[config.mk]
export PLATFORM = sky130hd
export DESIGN_NAME = lis_init_seq
export DESIGN_NICKNAME = d
export VERILOG_FILES = /design/src/rtl/lis_pkg.sv /design/src/rtl/lis_mode_regs.sv /design/src/rtl/lis_init_seq.sv
export SDC_FILE = /design/constraint.sdc
export NUM_CORES = 1
export LEC_CHECK = 0
export BUFFER_PORTS_ARGS = -buffer_cell sky130_fd_sc_hd__buf_2
export CAP_MARGIN = 10
export CORE_MARGIN = 2
export CORE_UTILIZATION = 35
export DETAILED_ROUTE_END_ITERATION = 10
export GPL_ROUTABILITY_DRIVEN = 0
export GPL_TIMING_DRIVEN = 0
export HOLD_SLACK_MARGIN = 0.02
export SYNTH_ARGS = -nofsm -noshare
export SYNTH_HDL_FRONTEND = slang
export SYNTH_SLANG_ARGS = --single-unit
[constraint.sdc]
create_clock -name clk_sys -period 3.7 [get_ports clk_sys]
set_clock_uncertainty 0.15 [all_clocks]
set_input_delay 0.74 -clock clk_sys [delete_from_list [all_inputs] [get_ports clk_sys]]
set_output_delay 0.74 -clock clk_sys [all_outputs]
set_load 0.01 [all_outputs]
[src/rtl/lis_pkg.sv]
`default_nettype none
package lis_pkg;
	// ------------------------------------------------------------
	// timing
	// ------------------------------------------------------------
	localparam int CLK_PERIOD_PS = 40000;
	localparam int AUTO_INIT_TIME_PS = 2000000;
	localparam int AUTO_INIT_MAX_TIME_PS = 10000000;
	localparam int ZQ_INIT_TIME_PS = 1000000;
	localparam int AUTO_INIT_CYC = AUTO_INIT_TIME_PS / CLK_PERIOD_PS;
	localparam int AUTO_INIT_MAX_CYC = AUTO_INIT_MAX_TIME_PS / CLK_PERIOD_PS;
	localparam int ZQ_INIT_CYC = (ZQ_INIT_TIME_PS + CLK_PERIOD_PS - 1) / CLK_PERIOD_PS;
	// ------------------------------------------------------------
	// mode register addresses and fields
	// ------------------------------------------------------------
	localparam logic [7:0] MR_INFO = 8'h00;
	localparam logic [7:0] MR_FEAT1 = 8'h01;
	localparam logic [7:0] MR_FEAT2 = 8'h02;
	localparam logic [7:0] MR_IOCFG = 8'h03;
	localparam logic [7:0] MR_ZQCAL = 8'h0a;
	localparam logic [7:0] MR_RESET = 8'h3f;
	localparam int BIT_AUTO_INIT = 0;
	localparam int BIT_RZQ_LO = 3;
	localparam logic [7:0] RST_FEAT = 8'h00;
	// ------------------------------------------------------------
	// states and commands
	// ------------------------------------------------------------
	typedef enum logic [1:0] {
		CMD_NOP,
		CMD_MRW,
		CMD_MRR,
		CMD_OTHER
	} lis_cmd_t;
	typedef enum {
		ST_POWER_UP,
		ST_AUTO_INIT,
		ST_WAIT_ZQ,
		ST_ZQ_CAL,
		ST_IDLE
	} lis_state_t;
endpackage
`default_nettype wire

[src/rtl/lis_mode_regs.sv]
`timescale 1ns/1ps
`default_nettype none
module lis_mode_regs (
	// clock
	input wire logic clk_sys,
	input wire logic srst,
	input wire logic clk_en,
	// write port
	input wire logic wr_en,
	input wire logic [1:0] wr_sel,
	input wire logic [7:0] wr_data,
	// read port
	input wire logic [1:0] rd_sel,
	output logic [7:0] rd_data
);
	logic [7:0] mem [0:3];

	// ------------------------------------------------------------
	// storage for feature registers one to three
	// ------------------------------------------------------------
	always_ff @(posedge clk_sys) begin
		if (srst) begin
			for (int i = 0; i < 4; i++) begin
				mem[i] <= lis_pkg::RST_FEAT;
			end
		end else if (clk_en && wr_en) begin
			mem[wr_sel] <= wr_data;
		end
	end

	always_ff @(posedge clk_sys) begin
		if (srst) begin
			rd_data <= lis_pkg::RST_FEAT;
		end else if (clk_en) begin
			rd_data <= mem[rd_sel];
		end
	end
endmodule
`default_nettype wire

[src/rtl/lis_init_seq.sv]
`timescale 1ns/1ps
`default_nettype none
module lis_init_seq #(
	parameter int AUTO_INIT_CYC = lis_pkg::AUTO_INIT_CYC,
	parameter int ZQ_INIT_CYC = lis_pkg::ZQ_INIT_CYC,
	parameter bit RZQ_CONNECTED = 1'b1
) (
	// clock
	input wire logic clk_sys,
	input wire logic srst,
	input wire logic clk_en,
	// command pins
	input wire logic cke,
	input wire lis_pkg::lis_cmd_t cmd,
	input wire logic [7:0] cmd_addr,
	input wire logic [7:0] cmd_data,
	// read answer
	output logic rd_valid,
	output logic [7:0] rd_data,
	// pin drive and status
	output logic dq_oe,
	output logic auto_init_status,
	output logic ext_cal_resistor_pin,
	output logic dev_ready
);
	lis_pkg::lis_state_t state;
	logic [17:0] cnt;
	logic [1:0] rz;
	logic rd_pend;
	logic rd_info;
	logic [7:0] next_info;
	logic [7:0] feat_q;
	logic wr_feat;

	assign wr_feat = cke && cmd == lis_pkg::CMD_MRW && cmd_addr >= lis_pkg::MR_FEAT1
		&& cmd_addr <= lis_pkg::MR_IOCFG && state == lis_pkg::ST_IDLE;

	lis_mode_regs u_lis_mode_regs (
		.clk_sys(clk_sys),
		.srst(srst),
		.clk_en(clk_en),
		.wr_en(wr_feat),
		.wr_sel(cmd_addr[1:0]),
		.wr_data(cmd_data),
		.rd_sel(cmd_addr[1:0]),
		.rd_data(feat_q)
	);

	// ------------------------------------------------------------
	// initialization sequencer
	// ------------------------------------------------------------
	always_ff @(posedge clk_sys) begin
		if (srst) begin
			state <= lis_pkg::ST_POWER_UP;
			cnt <= 18'h00000;
		end else if (clk_en) begin
			if (cke && cmd == lis_pkg::CMD_MRW && cmd_addr == lis_pkg::MR_RESET) begin
				state <= lis_pkg::ST_AUTO_INIT;
				cnt <= 18'h00000;
			end else begin
				unique case (state)
					lis_pkg::ST_POWER_UP: cnt <= 18'h00000;
					lis_pkg::ST_AUTO_INIT: begin
						cnt <= cnt + 18'h00001;
						if (cnt >= 18'(AUTO_INIT_CYC - 1)) begin
							state <= lis_pkg::ST_WAIT_ZQ;
						end
					end
					lis_pkg::ST_WAIT_ZQ: begin
						if (cke && cmd == lis_pkg::CMD_MRW && cmd_addr == lis_pkg::MR_ZQCAL) begin
							state <= lis_pkg::ST_ZQ_CAL;
							cnt <= 18'h00000;
						end else if (cke && cmd == lis_pkg::CMD_MRW) begin
							state <= lis_pkg::ST_IDLE;
						end
					end
					lis_pkg::ST_ZQ_CAL: begin
						cnt <= cnt + 18'h00001;
						if (cnt >= 18'(ZQ_INIT_CYC - 1)) begin
							state <= lis_pkg::ST_IDLE;
						end
					end
					lis_pkg::ST_IDLE: cnt <= 18'h00000;
				endcase
			end
		end
	end

	// ------------------------------------------------------------
	// status outputs
	// ------------------------------------------------------------
	always_ff @(posedge clk_sys) begin
		if (srst) begin
			auto_init_status <= 1'b1;
			dev_ready <= 1'b0;
			rz <= 2'h0;
			ext_cal_resistor_pin <= 1'b0;
		end else if (clk_en) begin
			auto_init_status <= state == lis_pkg::ST_POWER_UP
				|| state == lis_pkg::ST_AUTO_INIT;
			dev_ready <= state == lis_pkg::ST_IDLE;
			if (state == lis_pkg::ST_ZQ_CAL && cnt == 18'(ZQ_INIT_CYC - 1)) begin
				rz <= RZQ_CONNECTED ? 2'h0 : 2'h1;
			end
			ext_cal_resistor_pin <= RZQ_CONNECTED;
		end
	end

	// ------------------------------------------------------------
	// mode register read path
	// ------------------------------------------------------------
	always_comb begin
		next_info = 8'h00;
		next_info[lis_pkg::BIT_AUTO_INIT] = auto_init_status;
		next_info[lis_pkg::BIT_RZQ_LO +: 2] = rz;
	end

	always_ff @(posedge clk_sys) begin
		if (srst) begin
			rd_pend <= 1'b0;
			rd_info <= 1'b0;
			rd_valid <= 1'b0;
			rd_data <= 8'h00;
		end else if (clk_en) begin
			rd_pend <= cke && cmd == lis_pkg::CMD_MRR;
			rd_info <= cmd_addr == lis_pkg::MR_INFO;
			rd_valid <= rd_pend;
			if (rd_pend) begin
				rd_data <= rd_info ? next_info : feat_q;
			end
		end
	end

	// outputs float unless cke is high and data is driven
	always_ff @(posedge clk_sys) begin
		if (srst) begin
			dq_oe <= 1'b0;
		end else if (clk_en) begin
			dq_oe <= cke && rd_pend;
		end
	end
endmodule
`default_nettype wire

# Yosys cells after proc, flatten, opt, wreduce, memory -nomap -nowiden
# Memory sizes are Yosys's and may differ from the RTL's. A register that Yosys moved wholly into a read port is not among the register bits.
# Cells that the tools add are included.
# classes
n_addsub	1
mul	0
n_div	0
order_cmp	4
n_eq_ne	14
shifts	0
muxes	18
bitwise	0
reduce_logical	20
# op_table
cell	count
two-way mux 32 bit	5
== test 32 x 2 -> 1 bit, second input constant	3
case mux 32 bit (3 select lines)	1
zero test 32 bit	2
case mux 18 bit (3 select lines)	1
two-way mux 18 bit	2
== test 32 x 1 -> 1 bit, second input constant	1
== test 32 x 3 -> 1 bit, second input constant	1
== test 32 x 4 -> 1 bit, second input constant	1
adder 18 x 1 -> 18 bit, second input constant	1
>= comparator 18 x 5 -> 1 bit, second input constant	1
>= comparator 18 x 6 -> 1 bit, second input constant	1
two-way mux 8 bit	2
logical AND 1 bit	9
!= test 3 bit, second input constant	3
== test 8 x 4 -> 1 bit, second input constant	1
== test 8 x 6 -> 1 bit, second input constant	1
>= comparator 8 x 1 -> 1 bit, second input constant	1
<= comparator 8 x 2 -> 1 bit, second input constant	1
zero test 8 bit	1
OR reduction 8 bit	1
two-way mux 1 bit	6
AND reduction 5 bit	1
!= test 4 bit, second input constant	1
7 further kinds	9
# totals
register_bits	65
latchBits	0
mem_bits_rw	32
mem_bits_ro	0
in_bits	22
out_inout_bits	13
mem_count	1
# mem_list
memory	words	width	rd	rd_ports_with_merged_regs	write_ports	line	source
u_lis_mode_regs.mem	4	8	1	1	4	lis_mode_regs.sv:16	logic [7:0] mem [0:3];

# Longest topological paths before layout
# depth
ltp_word	11
ltp_mapped	7
depth_no_buf	7

# Cells and area by module
# From an unflattened synthesis, not the netlist that was laid out.
# unflattened
cells_unflattened	375
hier_area_um2	3717.3
# by_module_without_submodules
mod	n_inst	cells_per_inst	area_each_um2
lis_init_seq	1	243	1978.1
lis_mode_regs	1	132	1739.2

# Worst setup path after synthesis
# Ideal clock, no wire load.
# synth_timing
kind	input-to-reg
start	input cmd_addr[0]
end	register cnt[13]
setup_ns	0.093
arrival_time_ns	2.480
setup_slack_ns	0.977
cell_stages	7
cell_sequence	buf_6 or4_1 a211o_2 buf_6 a2111oi_0 mux2i_1 o32ai_1
# synth_via
elab_chain_len	4
elab_cells_between_ends	7
cone_classes	3 x eq/ne; 1 x mux; 3 x reduce/logical
# synth_lines
item	line	source
start: declaration	lis_init_seq.sv:15	input wire logic [7:0] cmd_addr,
== test 8 x 6 -> 1 bit / == test 8 x 4 -> 1 bit (equally long branches)	lis_init_seq.sv:57, lis_init_seq.sv:70	
logical AND 1 bit (on tied branches)	lis_init_seq.sv:57, lis_init_seq.sv:70	
!= test 3 bit (no line)	-	
AND reduction 2 bit (no line)	-	
end signal: assignment	lis_init_seq.sv:64	cnt <= cnt + 18'h00001;
end signal: assignment	lis_init_seq.sv:78	cnt <= cnt + 18'h00001;
end: declaration	lis_init_seq.sv:27	logic [17:0] cnt;
# Several ways; a longest one is shown, not always the timed one.
# A chain may end at the register's enable or synchronous reset.

# Worst setup path after layout
# layout_timing
start	input cmd_addr[2]
end	register cnt[8]
# Same word-level chain as after synthesis.

==> summary.md <==
| Metric | Value |
|---|---|
| Vias per cell | `5.10` |
| Hpwl dp | `5.57 mm` |
| CTS clock-pin slew for the worst setup and hold paths | `70 ps` |
| Max-cap violations | `0` |
| Max Buffers Root-to-Sink | `2` |
| Antenna violations before repair | `0` |
| Async SR Flop Fraction | `0%` |
| Row count | `36` |
| Clock root cell | `clkbuf_8` |
| Required @ worst endpoint | `3780 ps` |
| Synth cell types | `53` |
| Slack of the worst reg-to-reg path | `1090 ps` |
| Setup crit start kind | `primary input` |
| Number of setup violations in the final report | `0` |
| CTS resizes | `0` |
| Hold path start | `dev_ready` |
| Synthesized instance count | `324` |
| Critical setup path kind | `primary input to flip-flop` |
| Unrepaired setup endpoints after global routing | `no` |
| Hold_buf cts | `0` |
| Pwr Density | `between 300 and 400 nW/um^2` |
| Fraction of power consumed by combinational cells | `6.4%` |
| Worst flop-to-flop path startpoint | `cnt[1]` |
| Path depth of the worst reg2reg path | `7` |
| Die Wd | `105 um` |
| Initial DRC Count | `151` |
| Clock power frac | `35.6%` |
| Hold endpoint | `dev_ready` |
| Ys Warns | `0` |
| Area delta synth->final | `14.7%` |
| Layout cell share with drive strength beyond 1 | `18.2%` |
| Top_reg_cell synth | `dfxtp_1` |
| Switching share of total power | `23.2%` |
| Dpl cells | `about 500` |
| Initial Util | `36.2%` |
| Vias | `around 2600` |
| Syn avg cell area | `~11 sq um` |
| Worst setup EP type | `flip-flop` |
| Io pins | `35` |
| First-pass DRT Iterations | `4` |
| Hold Vio Cnt, Final | `0` |
| Relative slew margins | `47.8%` |
| Core ar. | `about 9900 sq um` |
| Most frequent cells in the layout | `dfxtp_1 (44), nor2_1 (37), buf_2 (33)` |
| Final std cells w/o fill | `512` |
| Commonest non-fill, non-tap cell in the layout | `dfxtp_1` |
| Clk_lat worst skew | `350 ps` |
| Critical Path AT | `3000 ps` |
| Post-synth EDFFs | `32` |
| GRT Overall Usage | `14.3%` |
| Status | `finished clean` |
| Die Ht | `105 um` |
| Layout fillers | `952` |
| Total die area | `11000 sq um` |
| Final period util | `78.9%` |
| Vias in the first global route | `2521` |
| Post-synthesis sequential area ratio | `51.5%` |
| CTS tree | `built` |
| Diode count | `0` |
| Post-place setup slack | `408 ps` |
| DRC Markers | `0` |
| Input/output buffers | `32` |
| Total gr overflow | `0` |
| Leak pwr | `approximately 1.5 nW` |
| Max VDD drop | `143 uV` |
| Clock sink total | `76` |
| TritonCTS Buffers | `9` |
| Crit-path max FO | `10` |
| Worst min path class | `flip-flop to flip-flop` |
| Largest net degree at the start of global routing | `14` |
| Pins Over Slew Limit | `0` |
| Number of buffers added for setup after CTS | `0` |
| WL/cell | `14.8 um` |
| Internal cell power | `1.20 mW` |
| Mapped Area | `3570 sq um` |
| Worst slew pin tran | `784 ps` |
| Reg2reg end | `state[0]` |
| Sequential fraction of design power | `57.9%` |
| Routed WL | `roughly 7.6 mm` |
| NetSw | `roughly 0.36 mW` |
| First-pass GRT wire length | `about 12 mm` |
| Setup WS post-layout | `between 700 and 800 ps` |
| Fin util | `41.6%` |
| Crit path time final | `just under 3000 ps` |
| Maximum clock rate | `between 300 and 400 MHz` |
| ANT nets after route | `0` |
| H-tree levels | `3` |
| Fin nets | `400` |
| Synthesized flop and latch total | `76` |
| Setup tns final | `0 ps` |
| WHS Path Cells | `2` |
| Final Cell Area | `4100 sq um` |
| Post-DP Area | `3930 sq um` |
[Yosys cell counts (2+ instances only)]
master     instances  area (sq um)
a2111oi_4          2          55.1
nor2_1            37           139
nor2_2             4          25.0
or4_1              2          15.0
mux4_1             2          52.6
nand2b_1           3          18.8
inv_1              7          26.3
o31ai_1            4          30.0
edfxtp_1          32           961
nand2_1           11          41.3
nor3_1             3          15.0
a21oi_1           24           120
or4b_1             2          20.0
and3_1             9          56.3
and4_1             3          26.3
nand4_1            3          18.8
ha_1               4          50.1
mux2i_1           11           110
buf_1              4          15.0
o21ai_0            3          15.0
and2_1            18           113
or3_1              4          25.0
nor3b_1            7          52.6
nor4_1             4          25.0
clkbuf_1          10          37.5
nand4b_1           2          17.5
mux4_2             6           135
a2111oi_1          4          40.0
nand3_1           10          50.1
dfxtp_1           44           881
a21o_1             4          30.0
buf_6              2          22.5
a31o_2             2          17.5
xnor2_1           16           140
a211oi_1           3          22.5
[power by group through the flow]
stage	sequential, mW	combinational, mW	clock, mW
after CTS	0.905	0.101	0.574
final	0.905	0.101	0.556
after detailed placement	0.925	0.101	0
after floorplan	0.922	0.0640	0
after global placement	0.923	0.0987	0
after global routing	0.908	0.110	0.613
[sequential cells by signal (all words and copies together) (netlist names)]
register,cells
u_lis_mode_regs.rd_data,8
rd_data,8
state,3
rd_valid,1
cnt,18
u_lis_mode_regs.mem,32
rd_pend,1
rd_info,1
auto_init_status,1
dev_ready,1
dq_oe,1
ext_cal_resistor_pin,1
[logic make-up after synthesis]
group | count (synthesis) | synth area share [%]
AO/OA/AOI/OAI | 52 | 11.0
adder cells (fa/ha/maj) | 4 | 1.40
buffers and inverters | 25 | 3.08
other | 1 | 0.105
XOR/XNOR | 16 | 3.92
multiplexers | 19 | 8.33
AND/OR/NAND/NOR | 131 | 20.7
flip-flops | 76 | 51.5
[through the flow]
stage / hold slack, ps / power (mW)
CTS: 319 / 1.58
global route: 339 / 1.63
finish: 316 / 1.56
detailed placement: 305 / 1.03
global placement: 294 / 1.02
floorplan: 302 / 0.986
[worst max-delay path by stage]
stage,endpoint,from,depth (start not counted)
2_1_floorplan,cnt[13],cmd_addr[0],7
3_3_place_gp,cnt[5],cmd_addr[2],7
3_5_place_dp,cnt[8],cmd_addr[2],7
4_1_cts,cnt[8],cmd_addr[2],7
5_1_grt,cnt[8],cmd_addr[2],7
6_report,cnt[8],cmd_addr[2],7
[layout make-up]
| type | instances | area (sq um) | area share [%] |
|---|---|---|---|
| plain buffers | 17 | 80.1 | 1.95 |
| clock buffers | 12 | 145 | 3.54 |
| clock inverters | 4 | 26.3 | 0.641 |
| inverters | 8 | 30.0 | 0.733 |
| multi-input cells | 230 | 1650 | 40.2 |
| flip-flops and latches | 76 | 1840 | 44.9 |
| well taps | 133 | 166 | 4.06 |
| repair buffers | 32 | 160 | 3.91 |
[routing by layer]
layer | global-route usage, % | vias up | part of all wire [%]
met4 | 5.81 | 0 | 1.7
met1 | 19.6 | 1259 | 49
met5 | 0 | - | 0
met2 | 21.7 | 58 | 45
li1 | - | 1283 | -
met3 | 3.62 | 9 | 3.8
[critical path: stages]
cell and delay (ps):
buf_2 110, or3_1 400, nor4_1 520, o31ai_1 110
a21oi_1 630, buf_2 390, nor2_1 80
Note: power is estimated with default switching activity, not from simulation.
